===== config.mk =====
export PLATFORM = sky130hd
export DESIGN_NAME = prc_controller_flat
export DESIGN_NICKNAME = d
export VERILOG_FILES = /design/src/rtl/prc_pkg.sv /design/src/rtl/prc_if.sv /design/src/rtl/prc_controller.sv /design/src/flat_wrapper.sv
export SDC_FILE = /design/constraint.sdc
export NUM_CORES = 1
export LEC_CHECK = 0
export ABC_AREA = 1
export BUFFER_PORTS_ARGS = -buffer_cell sky130_fd_sc_hd__buf_2
export CAP_MARGIN = 20
export CORE_MARGIN = 1
export CORE_UTILIZATION = 30
export CTS_CLUSTER_DIAMETER = 120
export DETAILED_ROUTE_END_ITERATION = 6
export HOLD_SLACK_MARGIN = 0.15
export SLEW_MARGIN = 20
export SYNTH_ARGS = -nofsm -noshare
export SYNTH_HDL_FRONTEND = slang
export SYNTH_SLANG_ARGS = --single-unit

===== constraint.sdc =====
create_clock -name clock -period 8.15 [get_ports clock]
set_input_delay 1.2225 -clock clock [delete_from_list [all_inputs] [get_ports clock]]
set_output_delay 1.2225 -clock clock [all_outputs]
set_load 0.02 [all_outputs]

===== src/rtl/prc_pkg.sv =====
// Shared constants and types for the loop runtime control ends.
// Function
// - Dynamic two-way reference selector feeds loop.
// - Standby/reset stops oscillator, keeps settings, relocks.
// - Controller holds standby at least 1 ms.
// - Loop reset forces divided outputs low.
// - Bypassed outputs ignore loop reset.
// - Lock asserts after 16 ms acquisition.
// - Reset held 1 ms; dividers resume after.
// - Per-output enable stops clock glitchlessly, low.
// - Absent enable means output always runs.
// - Feedback output has no dynamic enable.
// - Powerdown low forces outputs low, loop reset.
// - Controller holds powerdown at least 1 ms.
// - Three-bit select picks the shifted output.
// - Select and direction stable before trigger fall.
// - Direction zero lags, one leads.
// - VCO step moves selected phase one tick, 90 degrees at default divide.
// - Step acts four oscillator cycles after fall.
// - Step high and low four periods each.
// - Divider shift on load fall; pulse 10 ns.
// - Output from divider or reference in bypass.
// - Sticky lock holds until loop reset.
// - Non-sticky lock drops on invalid clocks.
// - Controller may reset loop on lock loss.
// - Lock is asynchronous; synchronise before use.
`default_nettype none
package prc_pkg;
  localparam int NUM_OUT = 6;
  localparam logic [2:0] SEL_SEC1 = 3'h0;
  localparam logic [2:0] SEL_SEC2 = 3'h1;
  localparam logic [2:0] SEL_SEC3 = 3'h2;
  localparam logic [2:0] SEL_SEC4 = 3'h3;
  localparam logic [2:0] SEL_SEC5 = 3'h4;
  localparam logic [2:0] SEL_MAIN = 3'h5;
  localparam int CLK_PERIOD_NS = 25;
  localparam int DWELL_TIME_MS = 1;
  localparam int DWELL_CYC = (DWELL_TIME_MS * 1000000 + CLK_PERIOD_NS - 1) / CLK_PERIOD_NS;
  localparam int LOCK_TIME_MS = 16;
  localparam int LOCK_CYC = (LOCK_TIME_MS * 1000000) / CLK_PERIOD_NS;
  localparam int RSTREC_TIME_NS = 1;
  localparam int RSTREC_CYC = (RSTREC_TIME_NS + CLK_PERIOD_NS - 1) / CLK_PERIOD_NS;
  localparam int SETUP_TIME_NS = 5;
  localparam int SETUP_CYC = (SETUP_TIME_NS + CLK_PERIOD_NS - 1) / CLK_PERIOD_NS;
  localparam int DIVLOAD_PULSE_NS = 10;
  localparam int DIVLOAD_CYC = (DIVLOAD_PULSE_NS + CLK_PERIOD_NS - 1) / CLK_PERIOD_NS;
  localparam int VCO_STEP_DELAY = 4;
  localparam int VCO_STEP_MIN = 4;
  localparam int ACT_TIMEOUT_CYC = 64;
  localparam int DIV_HALF_DEF = 2;
  localparam logic [3:0] REG_CTRL = 4'h0;
  localparam logic [3:0] REG_ENABLE = 4'h4;
  localparam logic [3:0] REG_SHIFT = 4'h8;
  localparam logic [3:0] REG_STATUS = 4'hC;
  localparam int CTRL_REFSEL = 0;
  localparam int CTRL_STANDBY_REQUEST = 1;
  localparam int CTRL_PWRDN = 2;
  localparam int CTRL_LRST = 3;
  localparam int CTRL_AUTO = 4;
  localparam int SHIFT_DIR = 3;
  localparam int SHIFT_KIND = 4;
  localparam int STAT_LOCK = 0;
  localparam int STAT_BUSY = 1;
  localparam int STAT_HOLD = 2;
  localparam logic [4:0] CTRL_RST = 5'h00;
  localparam logic [5:0] ENABLE_RST = 6'h3F;
  localparam logic [1:0] RESP_OKAY = 2'h0;
  localparam logic [1:0] RESP_SLVERR = 2'h2;
  typedef enum logic [3:0] {
    SH_IDLE = 4'h1,
    SH_SETUP = 4'h2,
    SH_LOW = 4'h4,
    SH_HIGH = 4'h8
  } prc_shift_t;
endpackage
`default_nettype wire


===== src/rtl/prc_if.sv =====
// Connection between the loop end and its fabric controller.
`default_nettype none
interface prc_if;
  logic refSelect;
  logic standbyRequest;
  logic powerdownRequestN;
  logic loopReset;
  logic [5:0] outEnable;
  logic [2:0] shiftOutputSelect;
  logic shiftDirection;
  logic vcoStepTriggerN;
  logic dividerShiftTriggerN;
  logic feedbackClock;
  logic [5:0] outClock;
  logic lock;
  modport loop (
    input refSelect, standbyRequest, powerdownRequestN, loopReset, outEnable,
    input shiftOutputSelect, shiftDirection, vcoStepTriggerN, dividerShiftTriggerN, feedbackClock,
    output outClock, lock
  );
  modport ctrl (
    output refSelect, standbyRequest, powerdownRequestN, loopReset, outEnable,
    output shiftOutputSelect, shiftDirection, vcoStepTriggerN, dividerShiftTriggerN, feedbackClock,
    input outClock, lock
  );
endinterface
`default_nettype wire


===== src/rtl/prc_controller.sv =====
// Fabric controller end: AXI4-Lite registers driving the loop controls.
//
// The register offsets and the AXI4-Lite slave port were decided locally.
`default_nettype none
module prc_controller import prc_pkg::*; #(
  parameter int DWELL_CYCLES = DWELL_CYC,
  parameter int FB_INDEX = 5
) (
  input wire logic clock, // System clock.
  input wire logic reset, // Asynchronous reset, active high.
  prc_if.ctrl link, // Control and clock link.
  input wire logic [3:0] s_axi_awaddr, // Write address.
  input wire logic s_axi_awvalid, // Write address valid.
  output logic s_axi_awready, // Write address ready.
  input wire logic [31:0] s_axi_wdata, // Write data.
  input wire logic [3:0] s_axi_wstrb, // Write byte strobes.
  input wire logic s_axi_wvalid, // Write data valid.
  output logic s_axi_wready, // Write data ready.
  output logic [1:0] s_axi_bresp, // Write response.
  output logic s_axi_bvalid, // Write response valid.
  input wire logic s_axi_bready, // Write response ready.
  input wire logic [3:0] s_axi_araddr, // Read address.
  input wire logic s_axi_arvalid, // Read address valid.
  output logic s_axi_arready, // Read address ready.
  output logic [31:0] s_axi_rdata, // Read data.
  output logic [1:0] s_axi_rresp, // Read response.
  output logic s_axi_rvalid, // Read data valid.
  input wire logic s_axi_rready // Read data ready.
);
  localparam int DW = $clog2(DWELL_CYCLES + 1);
  localparam logic [DW-1:0] DWELL_DONE = DW'(DWELL_CYCLES);

  logic [4:0] ctrl_q;
  logic [5:0] enable_q;
  logic lockMeta_q, lockSync_q, lockPrev_q, lostPulse_q, fb_q;
  logic [2:0] act_q;
  logic [2:0] sel_q;
  logic dir_q, kind_q, stepN_q, loadN_q;
  logic [2:0] shCnt_q;
  prc_shift_t state_q;
  logic [2:0] req;
  logic wrGo, rdGo, wrShift;

  function automatic logic mapped(input logic [3:0] a);
    mapped = (a == REG_CTRL) || (a == REG_ENABLE) || (a == REG_SHIFT) || (a == REG_STATUS);
  endfunction

  assign wrGo = s_axi_awvalid && s_axi_awready && s_axi_wvalid && s_axi_wready;
  assign rdGo = s_axi_arvalid && s_axi_arready;
  assign wrShift = wrGo && s_axi_wstrb[0] && (s_axi_awaddr == REG_SHIFT);
  assign req[0] = ctrl_q[CTRL_STANDBY_REQUEST];
  assign req[1] = ctrl_q[CTRL_PWRDN];
  assign req[2] = ctrl_q[CTRL_LRST] | lostPulse_q;

  always_ff @(posedge clock or posedge reset) begin
    if (reset) begin
      s_axi_awready <= 1'b0;
      s_axi_wready <= 1'b0;
      s_axi_bvalid <= 1'b0;
      s_axi_bresp <= RESP_OKAY;
    end else if (wrGo) begin
      s_axi_awready <= 1'b0;
      s_axi_wready <= 1'b0;
      s_axi_bvalid <= 1'b1;
      s_axi_bresp <= mapped(s_axi_awaddr) ? RESP_OKAY : RESP_SLVERR;
    end else begin
      if (s_axi_bvalid && s_axi_bready) begin
        s_axi_bvalid <= 1'b0;
      end
      if (s_axi_awvalid && s_axi_wvalid && !s_axi_awready && !s_axi_bvalid) begin
        s_axi_awready <= 1'b1;
        s_axi_wready <= 1'b1;
      end
    end
  end

  always_ff @(posedge clock or posedge reset) begin
    if (reset) begin
      ctrl_q <= CTRL_RST;
      enable_q <= ENABLE_RST;
    end else if (wrGo && s_axi_wstrb[0]) begin
      if (s_axi_awaddr == REG_CTRL) begin
        ctrl_q <= s_axi_wdata[4:0];
      end
      if (s_axi_awaddr == REG_ENABLE) begin
        enable_q <= s_axi_wdata[5:0];
      end
    end
  end

  always_ff @(posedge clock or posedge reset) begin
    if (reset) begin
      s_axi_arready <= 1'b0;
      s_axi_rvalid <= 1'b0;
      s_axi_rdata <= 32'h0;
      s_axi_rresp <= RESP_OKAY;
    end else if (rdGo) begin
      s_axi_arready <= 1'b0;
      s_axi_rvalid <= 1'b1;
      s_axi_rresp <= mapped(s_axi_araddr) ? RESP_OKAY : RESP_SLVERR;
      unique case (s_axi_araddr)
        REG_CTRL: s_axi_rdata <= {27'h0, ctrl_q};
        REG_ENABLE: s_axi_rdata <= {26'h0, enable_q};
        REG_SHIFT: s_axi_rdata <= {27'h0, kind_q, dir_q, sel_q};
        REG_STATUS: s_axi_rdata <= {29'h0, |act_q, state_q != SH_IDLE, lockSync_q};
        default: s_axi_rdata <= 32'h0;
      endcase
    end else begin
      if (s_axi_rvalid && s_axi_rready) begin
        s_axi_rvalid <= 1'b0;
      end
      if (s_axi_arvalid && !s_axi_arready && !s_axi_rvalid) begin
        s_axi_arready <= 1'b1;
      end
    end
  end

  // Two-stage synchroniser; the lock level runs on no fabric clock.
  always_ff @(posedge clock or posedge reset) begin
    if (reset) begin
      lockMeta_q <= 1'b0;
      lockSync_q <= 1'b0;
      lockPrev_q <= 1'b0;
      lostPulse_q <= 1'b0;
      fb_q <= 1'b0;
    end else begin
      lockMeta_q <= link.lock;
      lockSync_q <= lockMeta_q;
      lockPrev_q <= lockSync_q;
      lostPulse_q <= ctrl_q[CTRL_AUTO] && lockPrev_q && !lockSync_q;
      fb_q <= link.outClock[FB_INDEX];
    end
  end

  // Standby, powerdown and loop reset each stay asserted for the full dwell.
  genvar k;
  generate
    for (k = 0; k < 3; k++) begin : g_dwell
      logic [DW-1:0] cnt_q;
      always_ff @(posedge clock or posedge reset) begin
        if (reset) begin
          act_q[k] <= 1'b0;
          cnt_q <= '0;
        end else if (req[k] && !act_q[k]) begin
          act_q[k] <= 1'b1;
          cnt_q <= '0;
        end else if (act_q[k]) begin
          if (cnt_q != DWELL_DONE) begin
            cnt_q <= cnt_q + DW'(1);
          end else if (!req[k]) begin
            act_q[k] <= 1'b0;
          end
        end
      end
    end
  endgenerate

  always_ff @(posedge clock or posedge reset) begin
    if (reset) begin
      state_q <= SH_IDLE;
      shCnt_q <= 3'h0;
      sel_q <= SEL_SEC1;
      dir_q <= 1'b0;
      kind_q <= 1'b0;
      stepN_q <= 1'b1;
      loadN_q <= 1'b1;
    end else begin
      unique case (state_q)
        SH_IDLE: if (wrShift) begin
          sel_q <= s_axi_wdata[2:0];
          dir_q <= s_axi_wdata[SHIFT_DIR];
          kind_q <= s_axi_wdata[SHIFT_KIND];
          shCnt_q <= 3'(SETUP_CYC - 1);
          state_q <= SH_SETUP;
        end
        SH_SETUP: if (shCnt_q == 3'h0) begin
          stepN_q <= kind_q;
          loadN_q <= ~kind_q;
          shCnt_q <= kind_q ? 3'(DIVLOAD_CYC - 1) : 3'(VCO_STEP_MIN - 1);
          state_q <= SH_LOW;
        end else begin
          shCnt_q <= shCnt_q - 3'h1;
        end
        SH_LOW: if (shCnt_q == 3'h0) begin
          stepN_q <= 1'b1;
          loadN_q <= 1'b1;
          shCnt_q <= 3'(VCO_STEP_MIN - 1);
          state_q <= SH_HIGH;
        end else begin
          shCnt_q <= shCnt_q - 3'h1;
        end
        SH_HIGH: if (shCnt_q == 3'h0) begin
          state_q <= SH_IDLE;
        end else begin
          shCnt_q <= shCnt_q - 3'h1;
        end
        default: state_q <= SH_IDLE;
      endcase
    end
  end

  assign link.refSelect = ctrl_q[CTRL_REFSEL];
  assign link.standbyRequest = act_q[0];
  assign link.powerdownRequestN = ~act_q[1];
  assign link.loopReset = act_q[2];
  assign link.outEnable = enable_q;
  assign link.shiftOutputSelect = sel_q;
  assign link.shiftDirection = dir_q;
  assign link.vcoStepTriggerN = stepN_q;
  assign link.dividerShiftTriggerN = loadN_q;
  assign link.feedbackClock = fb_q;
endmodule
`default_nettype wire


===== src/flat_wrapper.sv =====
// flat-port wrapper written by rule: the top's interface ports become plain ports
module prc_controller_flat import prc_pkg::*;
#(
  parameter int DWELL_CYCLES = DWELL_CYC,
  parameter int FB_INDEX = 5
)
  (clock, reset, s_axi_awaddr, s_axi_awvalid, s_axi_awready, s_axi_wdata, s_axi_wstrb, s_axi_wvalid, s_axi_wready, s_axi_bresp, s_axi_bvalid, s_axi_bready, s_axi_araddr, s_axi_arvalid, s_axi_arready, s_axi_rdata, s_axi_rresp, s_axi_rvalid, s_axi_rready, link_refSelect, link_standbyRequest, link_powerdownRequestN, link_loopReset, link_outEnable, link_shiftOutputSelect, link_shiftDirection, link_vcoStepTriggerN, link_dividerShiftTriggerN, link_feedbackClock, link_outClock, link_lock);
  prc_if link_i ();
  input wire logic clock;
  input wire logic reset;
  input wire logic [3:0] s_axi_awaddr;
  input wire logic s_axi_awvalid;
  output logic s_axi_awready;
  input wire logic [31:0] s_axi_wdata;
  input wire logic [3:0] s_axi_wstrb;
  input wire logic s_axi_wvalid;
  output logic s_axi_wready;
  output logic [1:0] s_axi_bresp;
  output logic s_axi_bvalid;
  input wire logic s_axi_bready;
  input wire logic [3:0] s_axi_araddr;
  input wire logic s_axi_arvalid;
  output logic s_axi_arready;
  output logic [31:0] s_axi_rdata;
  output logic [1:0] s_axi_rresp;
  output logic s_axi_rvalid;
  input wire logic s_axi_rready;
  output wire logic [$bits(link_i.refSelect)-1:0] link_refSelect;
  output wire logic [$bits(link_i.standbyRequest)-1:0] link_standbyRequest;
  output wire logic [$bits(link_i.powerdownRequestN)-1:0] link_powerdownRequestN;
  output wire logic [$bits(link_i.loopReset)-1:0] link_loopReset;
  output wire logic [$bits(link_i.outEnable)-1:0] link_outEnable;
  output wire logic [$bits(link_i.shiftOutputSelect)-1:0] link_shiftOutputSelect;
  output wire logic [$bits(link_i.shiftDirection)-1:0] link_shiftDirection;
  output wire logic [$bits(link_i.vcoStepTriggerN)-1:0] link_vcoStepTriggerN;
  output wire logic [$bits(link_i.dividerShiftTriggerN)-1:0] link_dividerShiftTriggerN;
  output wire logic [$bits(link_i.feedbackClock)-1:0] link_feedbackClock;
  input wire logic [$bits(link_i.outClock)-1:0] link_outClock;
  input wire logic [$bits(link_i.lock)-1:0] link_lock;
  assign link_refSelect = link_i.refSelect;
  assign link_standbyRequest = link_i.standbyRequest;
  assign link_powerdownRequestN = link_i.powerdownRequestN;
  assign link_loopReset = link_i.loopReset;
  assign link_outEnable = link_i.outEnable;
  assign link_shiftOutputSelect = link_i.shiftOutputSelect;
  assign link_shiftDirection = link_i.shiftDirection;
  assign link_vcoStepTriggerN = link_i.vcoStepTriggerN;
  assign link_dividerShiftTriggerN = link_i.dividerShiftTriggerN;
  assign link_feedbackClock = link_i.feedbackClock;
  assign link_i.outClock = link_outClock;
  assign link_i.lock = link_lock;
  prc_controller #(.DWELL_CYCLES(DWELL_CYCLES), .FB_INDEX(FB_INDEX)) u_core (.clock(clock), .reset(reset), .link(link_i), .s_axi_awaddr(s_axi_awaddr), .s_axi_awvalid(s_axi_awvalid), .s_axi_awready(s_axi_awready), .s_axi_wdata(s_axi_wdata), .s_axi_wstrb(s_axi_wstrb), .s_axi_wvalid(s_axi_wvalid), .s_axi_wready(s_axi_wready), .s_axi_bresp(s_axi_bresp), .s_axi_bvalid(s_axi_bvalid), .s_axi_bready(s_axi_bready), .s_axi_araddr(s_axi_araddr), .s_axi_arvalid(s_axi_arvalid), .s_axi_arready(s_axi_arready), .s_axi_rdata(s_axi_rdata), .s_axi_rresp(s_axi_rresp), .s_axi_rvalid(s_axi_rvalid), .s_axi_rready(s_axi_rready));
endmodule

### After elaboration in Yosys (flattened, before gate mapping)

Index checks and enable logic that the tools add are counted.

| word-level totals | value |
|---|---|
| bits in registers | 121 |
| input port bits | 58 |

| operators by class | value |
|---|---|
| add/subtract/negate cells | 4 |
| equal/unequal tests | 19 |
| mux-type cells | 48 |
| bitwise gates (word level) | 3 |
| reductions and logical operators | 57 |

Operators by type and width:

| cell | number |
|---|---|
| $mux W16 | 9 |
| $add A16 B1 Y16 const B | 3 |
| $ne A16 B16 Y1 const B | 3 |
| $pmux W6 S4 | 1 |
| $mux W1 | 23 |
| $reduce_bool A2 Y1 | 11 |
| $eq A4 B4 Y1 const B | 5 |
| $logic_and A1 B1 Y1 | 18 |
| $mux W4 | 4 |
| $pmux W4 S4 | 1 |
| $eq A4 B3 Y1 const B | 3 |
| $mux W3 | 4 |
| $pmux W3 S4 | 1 |
| $reduce_and A2 Y1 | 6 |
| $logic_not A1 Y1 | 8 |
| $logic_not A4 Y1 | 2 |
| $ne A2 B1 Y1 const B | 4 |
| $logic_or A1 B1 Y1 | 6 |
| $mux W2 | 3 |
| $reduce_and A3 Y1 | 2 |
| $eq A4 B1 Y1 const B | 1 |
| $eq A4 B2 Y1 const B | 1 |
| $ne A4 B1 Y1 const B | 1 |
| $pmux W1 S2 | 2 |
| 8 further kinds | 9 |

### Depth between registers and ports, before layout

Gate-level depths: netlist (run 1).

| depth | value |
|---|---|
| depth in word-level cells | 7 |
| gate-level depth with buffers | 13 |
| mapped depth without buffers | 12 |

### Worst setup path before layout (run 1)

No wires, ideal clock.

| path | value |
|---|---|
| path kind | input to register |
| from | input port s_axi_awaddr[1] |
| to | register u_core.dir_q, in the netlist u_core.link.shiftDirection |
| library setup time | 126 ps |
| data arrival time | 2048 ps |
| data required time | 8024 ps |
| slack | 5976 ps |
| stages | 7 |
| path buffers | 0 |
| path through | or2_1 nor2_1 nand3_1 nor2_2 inv_1 nand2_1 o21ai_0 |

| between the ends | value |
|---|---|
| longest elaborated chain between the ends | 3 |

Ends and longest elaborated chain:

| element | line | RTL |
|---|---|---|
| from (decl) | flat_wrapper.sv:11 | `input wire logic [3:0] s_axi_awaddr;` |
| $eq A4 B4 Y1 | prc_controller.sv:50 | `assign wrShift = wrGo && s_axi_wstrb[0] && (s_axi_awaddr == REG_SHIFT);` |
| $logic_and A1 B1 Y1 | prc_controller.sv:50 |  |
| $reduce_and A2 Y1 (no source line) | -- |  |
| to (signal assigned) | prc_controller.sv:171 | `dir_q <= s_axi_wdata[SHIFT_DIR];` |
| to (decl) | prc_controller.sv:38 | `logic dir_q, kind_q, stepN_q, loadN_q;` |

No other way between the ends.
A chain may end at the register's enable or synchronous reset.

### Worst setup path after layout (run 1)

| path | value |
|---|---|
| from | register u_core.act_q[1] |
| to | output port link_powerdownRequestN |

| between the ends | value |
|---|---|
| longest elaborated chain between the ends | 1 |

Ends and longest elaborated chain:

| element | line | RTL |
|---|---|---|
| from (decl) | prc_controller.sv:36 | `logic [2:0] act_q;` |
| from (signal, indexed assignment) | prc_controller.sv:142 | `act_q[k] <= 1'b0;` |
| from (signal, indexed assignment) | prc_controller.sv:145 | `act_q[k] <= 1'b1;` |
| from (signal, indexed assignment) | prc_controller.sv:151 | `act_q[k] <= 1'b0;` |
| $not A1 Y1 | prc_controller.sv:204 | `assign link.powerdownRequestN = ~act_q[1];` |
| to (decl) | flat_wrapper.sv:30 | `output wire logic [$bits(link_i.powerdownRequestN)-1:0] link_powerdownRequestN;` |

No other way between the ends.

==> summary.md, run 1 <==
| Metric | Value |
|---|---|
| Period utilization | 29.1% |
| H-tree levels | 3 |
| Yosys warning total | 0 |
| Finished Layout Cells | 1060 |
| Root Driver | clkbuf_16 |
| PD cells | 243 nW/um^2 |
| Cell count of the worst reg-to-reg path | 9 |
| Post-synthesis cell type count | 32 |
| Min Hold Slack | 0.361 ns |
| Fin Setup TNS | 0 ns |
| Vias per cell | 4.48 |
| CTS tree | built |
| # IOs | 116 |
| Cell count after synthesis | 771 |
| Largest stage delay, worst path | 0.42 ns |
| Placed Area | 5880 um^2 |
| Total core area | 18000 um^2 |
| # hold bufs at CTS | 0 |
| Prevailing post-synth register cell | dfrtp_1 |
| Chip Height | 137 um |
| Total GRT Usage | 14.5% |
| N_diodes | 0 |
| EDFF count, synth | 0 |
| Mapped Area | 5490 um^2 |
| Die W | 137 um |
| RD Place Congestion | 0.821 |
| Ys async rst share | 100% |
| Bufs on Longest Clock Path | 2 |
| RSZ-0062 raised after global routing | no |
| Max_slew headroom | 33.2% |
| Hold Path Class | reg -> reg |
| Full die area | 18900 um^2 |
| Clk Latency, worst-skew pair | 0.36 ns |
| # fillers | 1922 |
| Share of the synthesized area in the top cell type | 38.3% |
| Worst Path Max Fanout | 3 |
| Fin util | 34.5% |
| Row count | 49 |
| Final Hold Fails | 0 |
| Most frequent cell after synthesis | nand2_1 |
| DRC Markers | 0 |
| P_leak | 3.11 nW |
| Layout cells sized above 1 | 11.7% |
| Maximum operating frequency | 421 MHz |
| Critical Path Start Type | flip-flop |
| Clock transition at the registers of the reported paths | 0.08 ns |
| Top cells by area, synth | dfrtp_1 38%, nand2_1 19%, nor2_1 6.0%, inv_1 5.5%, nand3_1 4.7% |
| Crit path DAT | 1.15 ns |
| Seq/Total Area, Yosys | 42.6% |
| Routed length per instance | 11.7 um |
| CP Class | reg -> out |
| Final slew viol count | 0 |
| Status | finished, final reports clean |
| Total gr overflow | 0 |
| Hold Path Depth | 0 |
| Final min period | 2.37 ns |
| Clock Skews | 0.00918 ns |
| Cells after DPL | 1044 |
| Tightest Pin Transition | 1.00 ns |
| Initial DRC count | 260 |
| Peak VDD IR | 0.000124 V |
| Area leader, netlist | dfrtp_1 |
| CTS resizes | 0 |
| Nets | 892 |
| TritonCTS buffer count | 9 |
| IO buf count | 53 |
| Post-DP HPWL | 9100 um |
| CP Cell Sequence | inv_1 -> buf_2 |
| Commonest cells post-synth | 275 x nand2_1, 88 x nor2_1, 84 x dfrtp_1 |
| CP Capture Type | output port |
| Routed Antenna Nets | 0 |
| Number of setup buffers added after CTS | 0 |
| Largest net degree at the start of global routing | 71 |
| Total number of vias | 4745 |
| Vias in the first global route | 4394 |
| Slowest-stage cell, CP | dfrtp_1 |
| Design area | 6200 um^2 |
| Drt total wl | 12400 um |
| Syn_area_per_cell | 7.12 um^2 |
| First-pass GRT wire length | 21300 um |
| Initial antenna violation count | 0 |
| Critical Path RT | 6.93 ns |
| Area delta synth->final | 12.9% |
| Initial Utilization | 30.6% |
| TritonRoute pass-1 iters | 4 |
| Endpoints failing setup | 0 |
| Clock Sinks | 93 |
| Synthesized flop and latch total | 93 |
| Max_cap viols | 0 |
## worst max-delay path, delay by kind of cell, from the launching register on
kind     cells  cell delay (ns)
flops        1             0.42
buf+inv      2             0.38
## final timing paths
kind	startpoint	endpoint	slack, ns
setup / recovery	u_core.act_q[1]$_DFF_PP0_	link_powerdownRequestN	5.78
hold / removal	u_core.lockMeta_q$_DFF_PP0_	u_core.lockSync_q$_DFF_PP0_	0.36
setup reg to reg	u_core.g_dwell[2].cnt_q[0]$_DFFE_PP0P_	u_core.g_dwell[2].cnt_q[11]$_DFFE_PP0P_	6.16
hold reg to reg	u_core.lockMeta_q$_DFF_PP0_	u_core.lockSync_q$_DFF_PP0_	0.36
max in group asynchronous	reset	u_core.g_dwell[2].cnt_q[12]$_DFFE_PP0P_	6.14
min in group asynchronous	reset	u_core.link.feedbackClock$_DFF_PP0_	0.83
## registers in the layout (all words and copies together), names as in the netlist, 3 cells and up
signal                         count
u_core.ctrl_q                      5
u_core.g_dwell.cnt_q              48
u_core.link.outEnable              6
u_core.link.shiftOutputSelect      3
u_core.s_axi_rdata                 6
u_core.shCnt_q                     3
u_core.state_q                     4
## metrics by stage
| stage | worst slack, ns | power, mW |
|---|---|---|
| global route | 5.69 | 1.62 |
| detailed placement | 5.51 | 1.06 |
| CTS | 5.72 | 1.52 |
| global placement | 5.54 | 1.06 |
| finish | 5.78 | 1.51 |
| floorplan | 4.52 | 0.956 |
## cell usage in the layout, fill, tap and decap left out
cell type / instances
nor3b_1: 2
inv_6: 2
nand3_1: 52
nor2_1: 88
a31oi_1: 1
dfrtp_1: 84
xnor2_1: 1
o21bai_1: 5
or2_2: 2
a21o_1: 1
xor2_1: 12
o211ai_1: 1
nand4_1: 34
o21ai_0: 46
o21ai_1: 5
bufinv_16: 1
nand2_2: 1
clkinv_8: 1
a21oi_1: 3
conb_1: 28
clkinv_1: 1
nor2_4: 4
clkbuf_16: 9
nor3_1: 7
or2_1: 1
inv_8: 3
inv_1: 79
buf_4: 1
dfstp_2: 9
inv_2: 4
nor2_8: 1
ha_1: 8
nand2_4: 1
nor2_2: 4
buf_2: 53
nand2_1: 275
inv_4: 1
## power by group
| part | total (mW) | internal (mW) | switching (mW) |
|---|---|---|---|
| logic | 0.419 | 0.134 | 0.285 |
| registers | 0.629 | 0.545 | 0.0841 |
| clock network | 0.458 | 0.249 | 0.209 |
| total | 1.51 | 0.928 | 0.578 |
## layout make-up
type                    count  area (um^2)  area share [%]
flip-flops and latches     93         2340            37.7
clock buffers               9          225            3.63
inverters                  85          322            5.18
repair buffers             54          273            4.40
multi-input cells         583         2660            42.9
clock inverters             7         97.6            1.57
well taps                 229          287            4.62
## per-layer routing
layer	routed length, um	track usage [%]	vias to the layer above
met5	0	0	-
met4	146	4.58	0
met2	5600	22.6	84
met3	421	3.53	7
met1	6210	19.7	2145
li1	-	-	2509
## logic make-up (layout without fill, tap and decap cells)
kind of cell	count (synthesis)	count (layout)	synth area share (%)
other cells	1	28	0.0683
fa+ha+maj	8	8	1.82
flops	93	93	42.6
xor+xnor	13	13	2.07
compound gates	62	62	5.99
buf+inv	122	155	10.8
simple gates	472	472	36.6
No activity file was read; power rests on OpenSTA's default activity.
==> inputs of run 2 (changes only) <==
clock period = 2.09 ns   (was 8.15 ns; I/O delays follow)
==> run 2 against run 1 <==
Against the previous run:
- sequential share of layout area shrank 0.47 points
- setup slack got worse by 5.5 ns
- clock power grew to 3.5 times the previous value
- critical endpoint is now u_core.g_dwell[0].cnt_q[5]$_DFFE_PP0P_
- wire length is 4.2% higher
- flip-flop and latch count unchanged
- largest cell class unchanged
- clock-buffer cell count grew 2
- first-iteration DRC count is 6.2% higher
- global-route usage increased by 0.41 points
==> summary.md, run 2 (synthesis gave the netlist of run 1 again) <==
| Metric | Value |
|---|---|
| Tightest Pin Transition | 0.578 ns (-0.425 ns) |
| DRC Markers | 0 (unchanged) |
| Slowest-stage cell, CP | dfrtp_1 |
| CP Capture Type | flip-flop |
| Max reg flops | 48 (unchanged) |
| Fin Setup TNS | 0 ns (unchanged) |
| Routed length per instance | 12.1 um (+3.3%) |
| Clk Latency, worst-skew pair | 0.35 ns (about the same) |
| Root Driver | clkbuf_16 |
| # fillers | 1903 (-0.99%) |
| Reg2reg start | u_core.g_dwell[0].cnt_q[0]$_DFFE_PP0P_ |
| Worst setup path startpoint | u_core.g_dwell[0].cnt_q[0]$_DFFE_PP0P_ |
| Hold Path Class | in -> reg |
| Chip Height | 137 um (unchanged) |
| Maximum operating frequency | 564 MHz |
| Min-delay src | s_axi_rready |
| Critical Path Start Type | flip-flop |
| Most common cell after layout, fill and taps aside | nand2_1 |
| Area of the multi-input gates | 2660 um^2 (+0.14%) |
| Full die area | 18900 um^2 (unchanged) |
| Status | finished, final reports clean |
| Total GRT Usage | 14.9% (+0.41 points) |
| RSZ-0062 raised after global routing | no |
| IO buf count | 53 (unchanged) |
| N_diodes | 0 (unchanged) |
| Clock Sinks | 93 (unchanged) |
| Total gr overflow | 0 (unchanged) |
| Endpoints failing setup | 0 (unchanged) |
| Bufs on Longest Clock Path | 2 (unchanged) |
| Nets | 902 (+1.1%) |
| Worst Hold Path EP | u_core.s_axi_rvalid$_DFFE_PP0P_ |
| Max_slew headroom | 61.2% (+28 points) |
| Initial DRC count | 276 (+6.2%) |
| CP Cell Sequence | inv_1 -> ha_1 -> nand2_1 -> nor2_1 -> nand2_1 -> o21ai_0 -> nand2_1 -> o21ai_0 |
| Crit Reg-Reg Endpoint | u_core.g_dwell[0].cnt_q[5]$_DFFE_PP0P_ |
| R2r setup slk | 0.32 ns (-5.84 ns) |
| Initial Utilization | 30.6% (unchanged) |
| Peak VDD IR | 0.000437 V (+250%) |
| Critical Path RT | 2.35 ns (-4.58 ns) |
| Crit path DAT | 2.03 ns (+0.88 ns) |
| Row count | 49 (unchanged) |
| Clock transition at the registers of the reported paths | 0.07 ns (about the same) |
| Area delta synth->final | 14.3% |
| TritonCTS buffer count | 9 (unchanged) |
| P_leak | 3.14 nW (+0.94%) |
| # IOs | 116 (unchanged) |
| Vias in the first global route | 4566 (+3.9%) |
| TritonRoute pass-1 iters | 5 (+1) |
| Vias per cell | 4.56 (+2.0%) |
| Largest net degree at the start of global routing | 48 (-32%) |
| Clock Skews | 0.00811 ns (-0.00107 ns) |
| Layout cells sized above 1 | 12.2% (+0.57 points) |
| Final slew viol count | 0 (unchanged) |
| Die W | 137 um (unchanged) |
| H-tree levels | 3 (unchanged) |
| PD cells | 915 nW/um^2 (+280%) |
| Total number of vias | 4884 (+2.9%) |
| Initial antenna violation count | 0 (unchanged) |
| First-pass GRT wire length | 22100 um (+3.6%) |
| Period utilization | 84.8% |
| CTS tree | built |
| Largest stage delay, worst path | 0.41 ns (about the same) |
| Total core area | 18000 um^2 (unchanged) |
| Post-DP HPWL | 9580 um (+5.3%) |
| Sequential Area | 2340 um^2 (unchanged) |
| Commonest cells after routing, fill and taps aside | 275 x nand2_1, 88 x nor2_1, 84 x dfrtp_1, 79 x inv_1, 53 x buf_2 |
| Reg with most FFs | u_core.g_dwell.cnt_q |
| Routed Antenna Nets | 0 (unchanged) |
| Number of setup buffers added after CTS | 0 (unchanged) |
| CP Class | reg -> reg |
| Max_cap viols | 0 (unchanged) |
| Cells after DPL | 1050 (+0.57%) |
| Final Hold Fails | 0 (unchanged) |
| Drt total wl | 12900 um (+4.2%) |
| Worst Path Max Fanout | 6 (+3) |
| Most numerous cell on the critical path | nand2_1 |
| Fin util | 35.0% (+0.43 points) |
| RD Place Congestion | 0.829 (+0.93%) |
| Final min period | 1.77 ns |
| Finished Layout Cells | 1070 (+0.94%) |
| Cell count of the worst reg-to-reg path | 8 (-1) |
| Hold Path Depth | 2 (+2) |
## run 2: changes by cell type in the layout (fill, tap and decap cells not counted), sizes merged
| cell | before | now |
|---|---|---|
| bufinv | 1 | 0 |
| clkinvlp | 0 | 2 |
| inv | 89 | 85 |
| dlygate4sd3 | 0 | 4 |
| buf | 54 | 60 |
| clkinv | 2 | 3 |
| clkbuf | 9 | 11 |
## run 2: routing by layer
layer / up-vias / GRT usage, % / share of wire (%)
met5: - / 0 / 0
met4: 0 / 4.52 / 1.3
met3: 15 / 4.05 / 4.0
met2: 79 / 23.9 / 46
met1: 2271 / 19.5 / 48
li1: 2519 / - / -
## run 2: worst max path at each step
stage | end | slack, ns | depth (start not counted)
3_5_place_dp | u_core.g_dwell[2].cnt_q[10]$_DFFE_PP0P_ | 0.17 | 9
2_1_floorplan | u_core.link.shiftDirection$_DFFE_PP0P_ | 0.66 | 7
3_3_place_gp | u_core.g_dwell[2].cnt_q[10]$_DFFE_PP0P_ | 0.21 | 9
4_1_cts | u_core.g_dwell[2].cnt_q[10]$_DFFE_PP0P_ | 0.16 | 9
6_report | u_core.g_dwell[0].cnt_q[5]$_DFFE_PP0P_ | 0.32 | 8
5_1_grt | u_core.g_dwell[0].cnt_q[5]$_DFFE_PP0P_ | 0.07 | 8
## run 2: layout make-up
class,instances,share of cell area (%)
multi-input combinational,583,42.4
sequential,93,37.2
timing repair buffer,64,6.10
inverter,85,5.14
tap,229,4.56
clock buffer,11,3.87
clock inverter,5,0.677
## run 2: per-stage QoR
step	instance area (um^2)	worst slack (ns)	total power [mW]	hold slack, ns
floorplan	5600	0.660	3.73	0.331
global placement	5950	0.214	4.14	0.339
detailed placement	5950	0.171	4.18	0.338
CTS	6280	0.162	5.83	0.153
global route	6280	0.0734	6.19	0.187
finish	6280	0.318	5.75	0.157
## run 2: worst max-delay path, delay by kind of cell (launching register included)
kind / cells / cell delay, ns
compound gates: 2 / 0.48
buf+inv: 1 / 0.13
simple gates: 4 / 0.50
flops: 1 / 0.41
fa+ha+maj: 1 / 0.17
## run 2: power breakdown
group | leakage [nW] | internal, mW | switching [mW]
Clock | 0.137 | 0.853 | 0.751
Sequential | 1.19 | 2.13 | 0.331
Combinational | 1.81 | 0.544 | 1.14
## run 2: repair_timing
action | CTS | global route
hold buffers | 4 | 0
gates resized for setup | 0 | 1
endpoints found under the hold margin | 16 | 0
setup endpoints to repair | 0 | 12
==> inputs of run 3 (changes only) <==
clock period = 1.5 ns   (was 2.09 ns; I/O delays follow)
==> run 3 against run 2 <==
Against the previous run:
- the flow now finishes with violations (design-rule violations, negative setup slack)
- wire length up 12%
- flip-flop and latch count unchanged
- utilization up 5.7 points
- setup slack worse by 0.36 ns
- clock skew up 0.0025 ns
- clock power up 59%
- first-iteration DRC count up 17%
- clock-buffer cell count down 2
- critical endpoint is now u_core.g_dwell[0].cnt_q[12]$_DFFE_PP0P_
- highest routed layer unchanged
==> summary.md, run 3 (synthesis gave the netlist of run 1 again) <==
| Metric | Value |
|---|---|
| Reg power frac | 35.4% (-7.3 points) |
| Total gr overflow | 0 (unchanged) |
| Total core area | 18000 um^2 (unchanged) |
| Clock transition at the registers of the reported paths | 0.08 ns (about the same) |
| Die W | 137 um (unchanged) |
| # IOs | 116 (unchanged) |
| # fillers | 1849 (-2.8%) |
| H-tree levels | 3 (unchanged) |
| Commonest cells after routing, fill and taps aside | 238 x nand2_1, 84 x dfrtp_1, 79 x buf_4, 78 x nor2_1, 73 x inv_1 |
| Final min period | 1.54 ns (-0.231 ns) |
| Fin util | 40.6% (+5.7 points) |
| Endpoints failing setup | 18 (+18) |
| Clock Skews | 0.0106 ns (+0.00248 ns) |
| Reg2reg start | u_core.g_dwell[0].cnt_q[1]$_DFFE_PP0P_ |
| DRC Markers | 2 (+2) |
| Worst setup path startpoint | u_core.g_dwell[0].cnt_q[1]$_DFFE_PP0P_ |
| Final slew viol count | 0 (unchanged) |
| Reg with most FFs | u_core.g_dwell.cnt_q |
| Initial Utilization | 30.6% (unchanged) |
| Switching share of power | 38.3% (-0.36 points) |
| Final Hold Fails | 0 (unchanged) |
| Initial DRC count | 324 (+17%) |
| Most common cell after layout, fill and taps aside | nand2_1 |
| Critical Path Start Type | flip-flop |
| Peak VDD IR | 0.000730 V (+67%) |
| Largest net degree at the start of global routing | 94 (+96%) |
| Routed Antenna Nets | 0 (unchanged) |
| N_diodes | 0 (unchanged) |
| Failing checks | design-rule violations, negative setup slack |
| Sequential Area | 2340 um^2 (unchanged) |
| Cell count of the worst reg-to-reg path | 11 (+3) |
| Maximum operating frequency | 649 MHz (+15%) |
| Chip Height | 137 um (unchanged) |
| CTS tree | built |
| Final setup margin | -0.0407 ns (-0.359 ns) |
| Tightest Pin Transition | 0.517 ns (-0.0602 ns) |
| CP Class | reg -> reg |
| TritonRoute pass-1 iters | 6 (+1) |
| Max reg flops | 48 (unchanged) |
| Clk Latency, worst-skew pair | 0.37 ns (+0.02 ns) |
| Min Hold Slack | 0.145 ns (-0.0124 ns) |
| Worst Path Max Fanout | 8 (+2) |
| Crit path DAT | 1.84 ns (-0.19 ns) |
| Worst Path Buf+Inv | 2 (+1) |
| Vias per cell | 4.47 (-2.0%) |
| Root Driver | clkbuf_16 |
| CP Capture Type | flip-flop |
| Clk pwr share | 26.7% (-1.2 points) |
| Total GRT Usage | 16.1% (+1.2 points) |
| Clock Sinks | 93 (unchanged) |
| IO buf count | 53 (unchanged) |
| Cell internal pwr | 5.87 mW (+67%) |
| TritonCTS buffer count | 9 (unchanged) |
| Crit Reg-Reg Endpoint | u_core.g_dwell[0].cnt_q[12]$_DFFE_PP0P_ |
| Drt total wl | 14400 um (+12%) |
| P_leak | 3.67 nW (+17%) |
| Period utilization | 103% (+18 points) |
| Max_cap viols | 0 (unchanged) |
| Combinational Power Share | 37.9% (+8.6 points) |
| Max_slew headroom | 65.5% (+4.3 points) |
| Bufs on Longest Clock Path | 2 (unchanged) |
| Total number of vias | 5202 (+6.5%) |
| CP Cell Sequence | inv_2 -> ha_4 -> nand2_2 -> nor2_2 -> nand2_2 -> nor2_4 -> nor2_4 -> nor2_4 -> buf_8 -> nand2_2 -> nand2_1 |
| PD cells | 1300 nW/um^2 (+42%) |
| Area delta synth->final | 32.9% |
| RSZ-0062 raised after global routing | yes |
| RD Place Congestion | 0.837 (+0.94%) |
| Nets | 995 (+10%) |
| Kind of cell adding the most delay to the critical path | simple AND/OR/NAND/NOR gates |
| P_sw | 3.65 mW (+64%) |
| First-pass GRT wire length | 23600 um (+6.9%) |
| Vias in the first global route | 4827 (+5.7%) |
| Hold Path Class | in -> reg |
| R2r setup slk | -0.04 ns (-0.36 ns) |
| WP depth | 11 (+3) |
| Routed length per instance | 12.4 um (+3.0%) |
| Slowest-stage cell, CP | dfrtp_1 |
| Full die area | 18900 um^2 (unchanged) |
| Row count | 49 (unchanged) |
| Post-DP HPWL | 10200 um (+6.5%) |
| Area of the multi-input gates | 2890 um^2 (+8.6%) |
| Initial antenna violation count | 0 (unchanged) |
| Critical Path RT | 1.80 ns (-0.55 ns) |
| Largest stage delay, worst path | 0.42 ns (about the same) |
| Status | finished with violations |
| Layout cells sized above 1 | 27.2% (+15 points) |
| Setup crit end | u_core.g_dwell[0].cnt_q[12]$_DFFE_PP0P_ |
[run 3: tightest hold or removal path, cell delays in order]
cell,delay (ns)
buf_2,0.09
inv_1,0.09
o21ai_0,0.09
[run 3: final cells by class]
| cell class | instances | area share [%] |
|---|---|---|
| multi-input combinational | 584 | 39.6 |
| sequential | 93 | 32.0 |
| inverter | 85 | 4.59 |
| clock buffer | 9 | 3.09 |
| timing repair buffer | 156 | 15.4 |
| clock inverter | 7 | 1.34 |
| tap | 229 | 3.93 |
[run 3: metrics by stage]
| step | TNS (ns) | power, mW | area (um^2) | setup WS [ns] | instances |
|---|---|---|---|---|---|
| global route | -3.26 | 10.2 | 7300 | -0.132 | 1163 |
| detailed placement | -1.64 | 6.39 | 6490 | -0.0775 | 1124 |
| floorplan | 0 | 5.20 | 5600 | 0.0702 | 798 |
| global placement | -0.931 | 6.36 | 6490 | -0.0428 | 1124 |
| finish | -0.452 | 9.52 | 7300 | -0.0407 | 1163 |
| CTS | -0.103 | 9.13 | 7010 | -0.0239 | 1156 |
[run 3: power by group through the flow]
stage | Sequential [mW] | Clock, mW | Combinational [mW]
final | 3.37 | 2.54 | 3.61
after global routing | 3.43 | 2.71 | 4.06
after CTS | 3.33 | 2.62 | 3.18
after detailed placement | 3.36 | 0 | 3.03
after global placement | 3.35 | 0 | 3.00
after floorplan | 3.54 | 0 | 1.66
[run 3: worst min path at each step]
stage / start / endpoint / slack (ns) / depth (start not counted)
floorplan: link_outClock[5] / u_core.link.feedbackClock$_DFF_PP0_ / 0.26 / 0
global placement: link_lock / u_core.lockMeta_q$_DFF_PP0_ / 0.34 / 1
detailed placement: u_core.lockMeta_q$_DFF_PP0_ / u_core.lockSync_q$_DFF_PP0_ / 0.34 / 0
CTS: s_axi_wdata[3] / u_core.link.outEnable[3]$_DFFE_PP1P_ / 0.15 / 3
global route: s_axi_wdata[3] / u_core.link.outEnable[3]$_DFFE_PP1P_ / 0.19 / 3
finish: s_axi_wdata[3] / u_core.link.outEnable[3]$_DFFE_PP1P_ / 0.15 / 3
[run 3: metal layers]
metal / global-route usage [%] / wire length (um) / up-vias / share of wire, %
met2: 25.9 / 6830 / 87 / 47
met1: 21.6 / 6830 / 2398 / 47
li1: - / - / 2706 / -
met3: 2.76 / 574 / 11 / 4.0
met4: 5.80 / 204 / 0 / 1.4
met5: 0 / 0 / - / 0
[run 3: timing repair]
action | in CTS | in global routing
gates resized for setup | 14 | 90
hold buffers | 14 | 0
setup endpoints to repair | 34 | 70
setup buffers | 1 | 6
cloned | 1 | 1
pin swaps | 12 | 27
hold endpoints to repair | 99 | 0
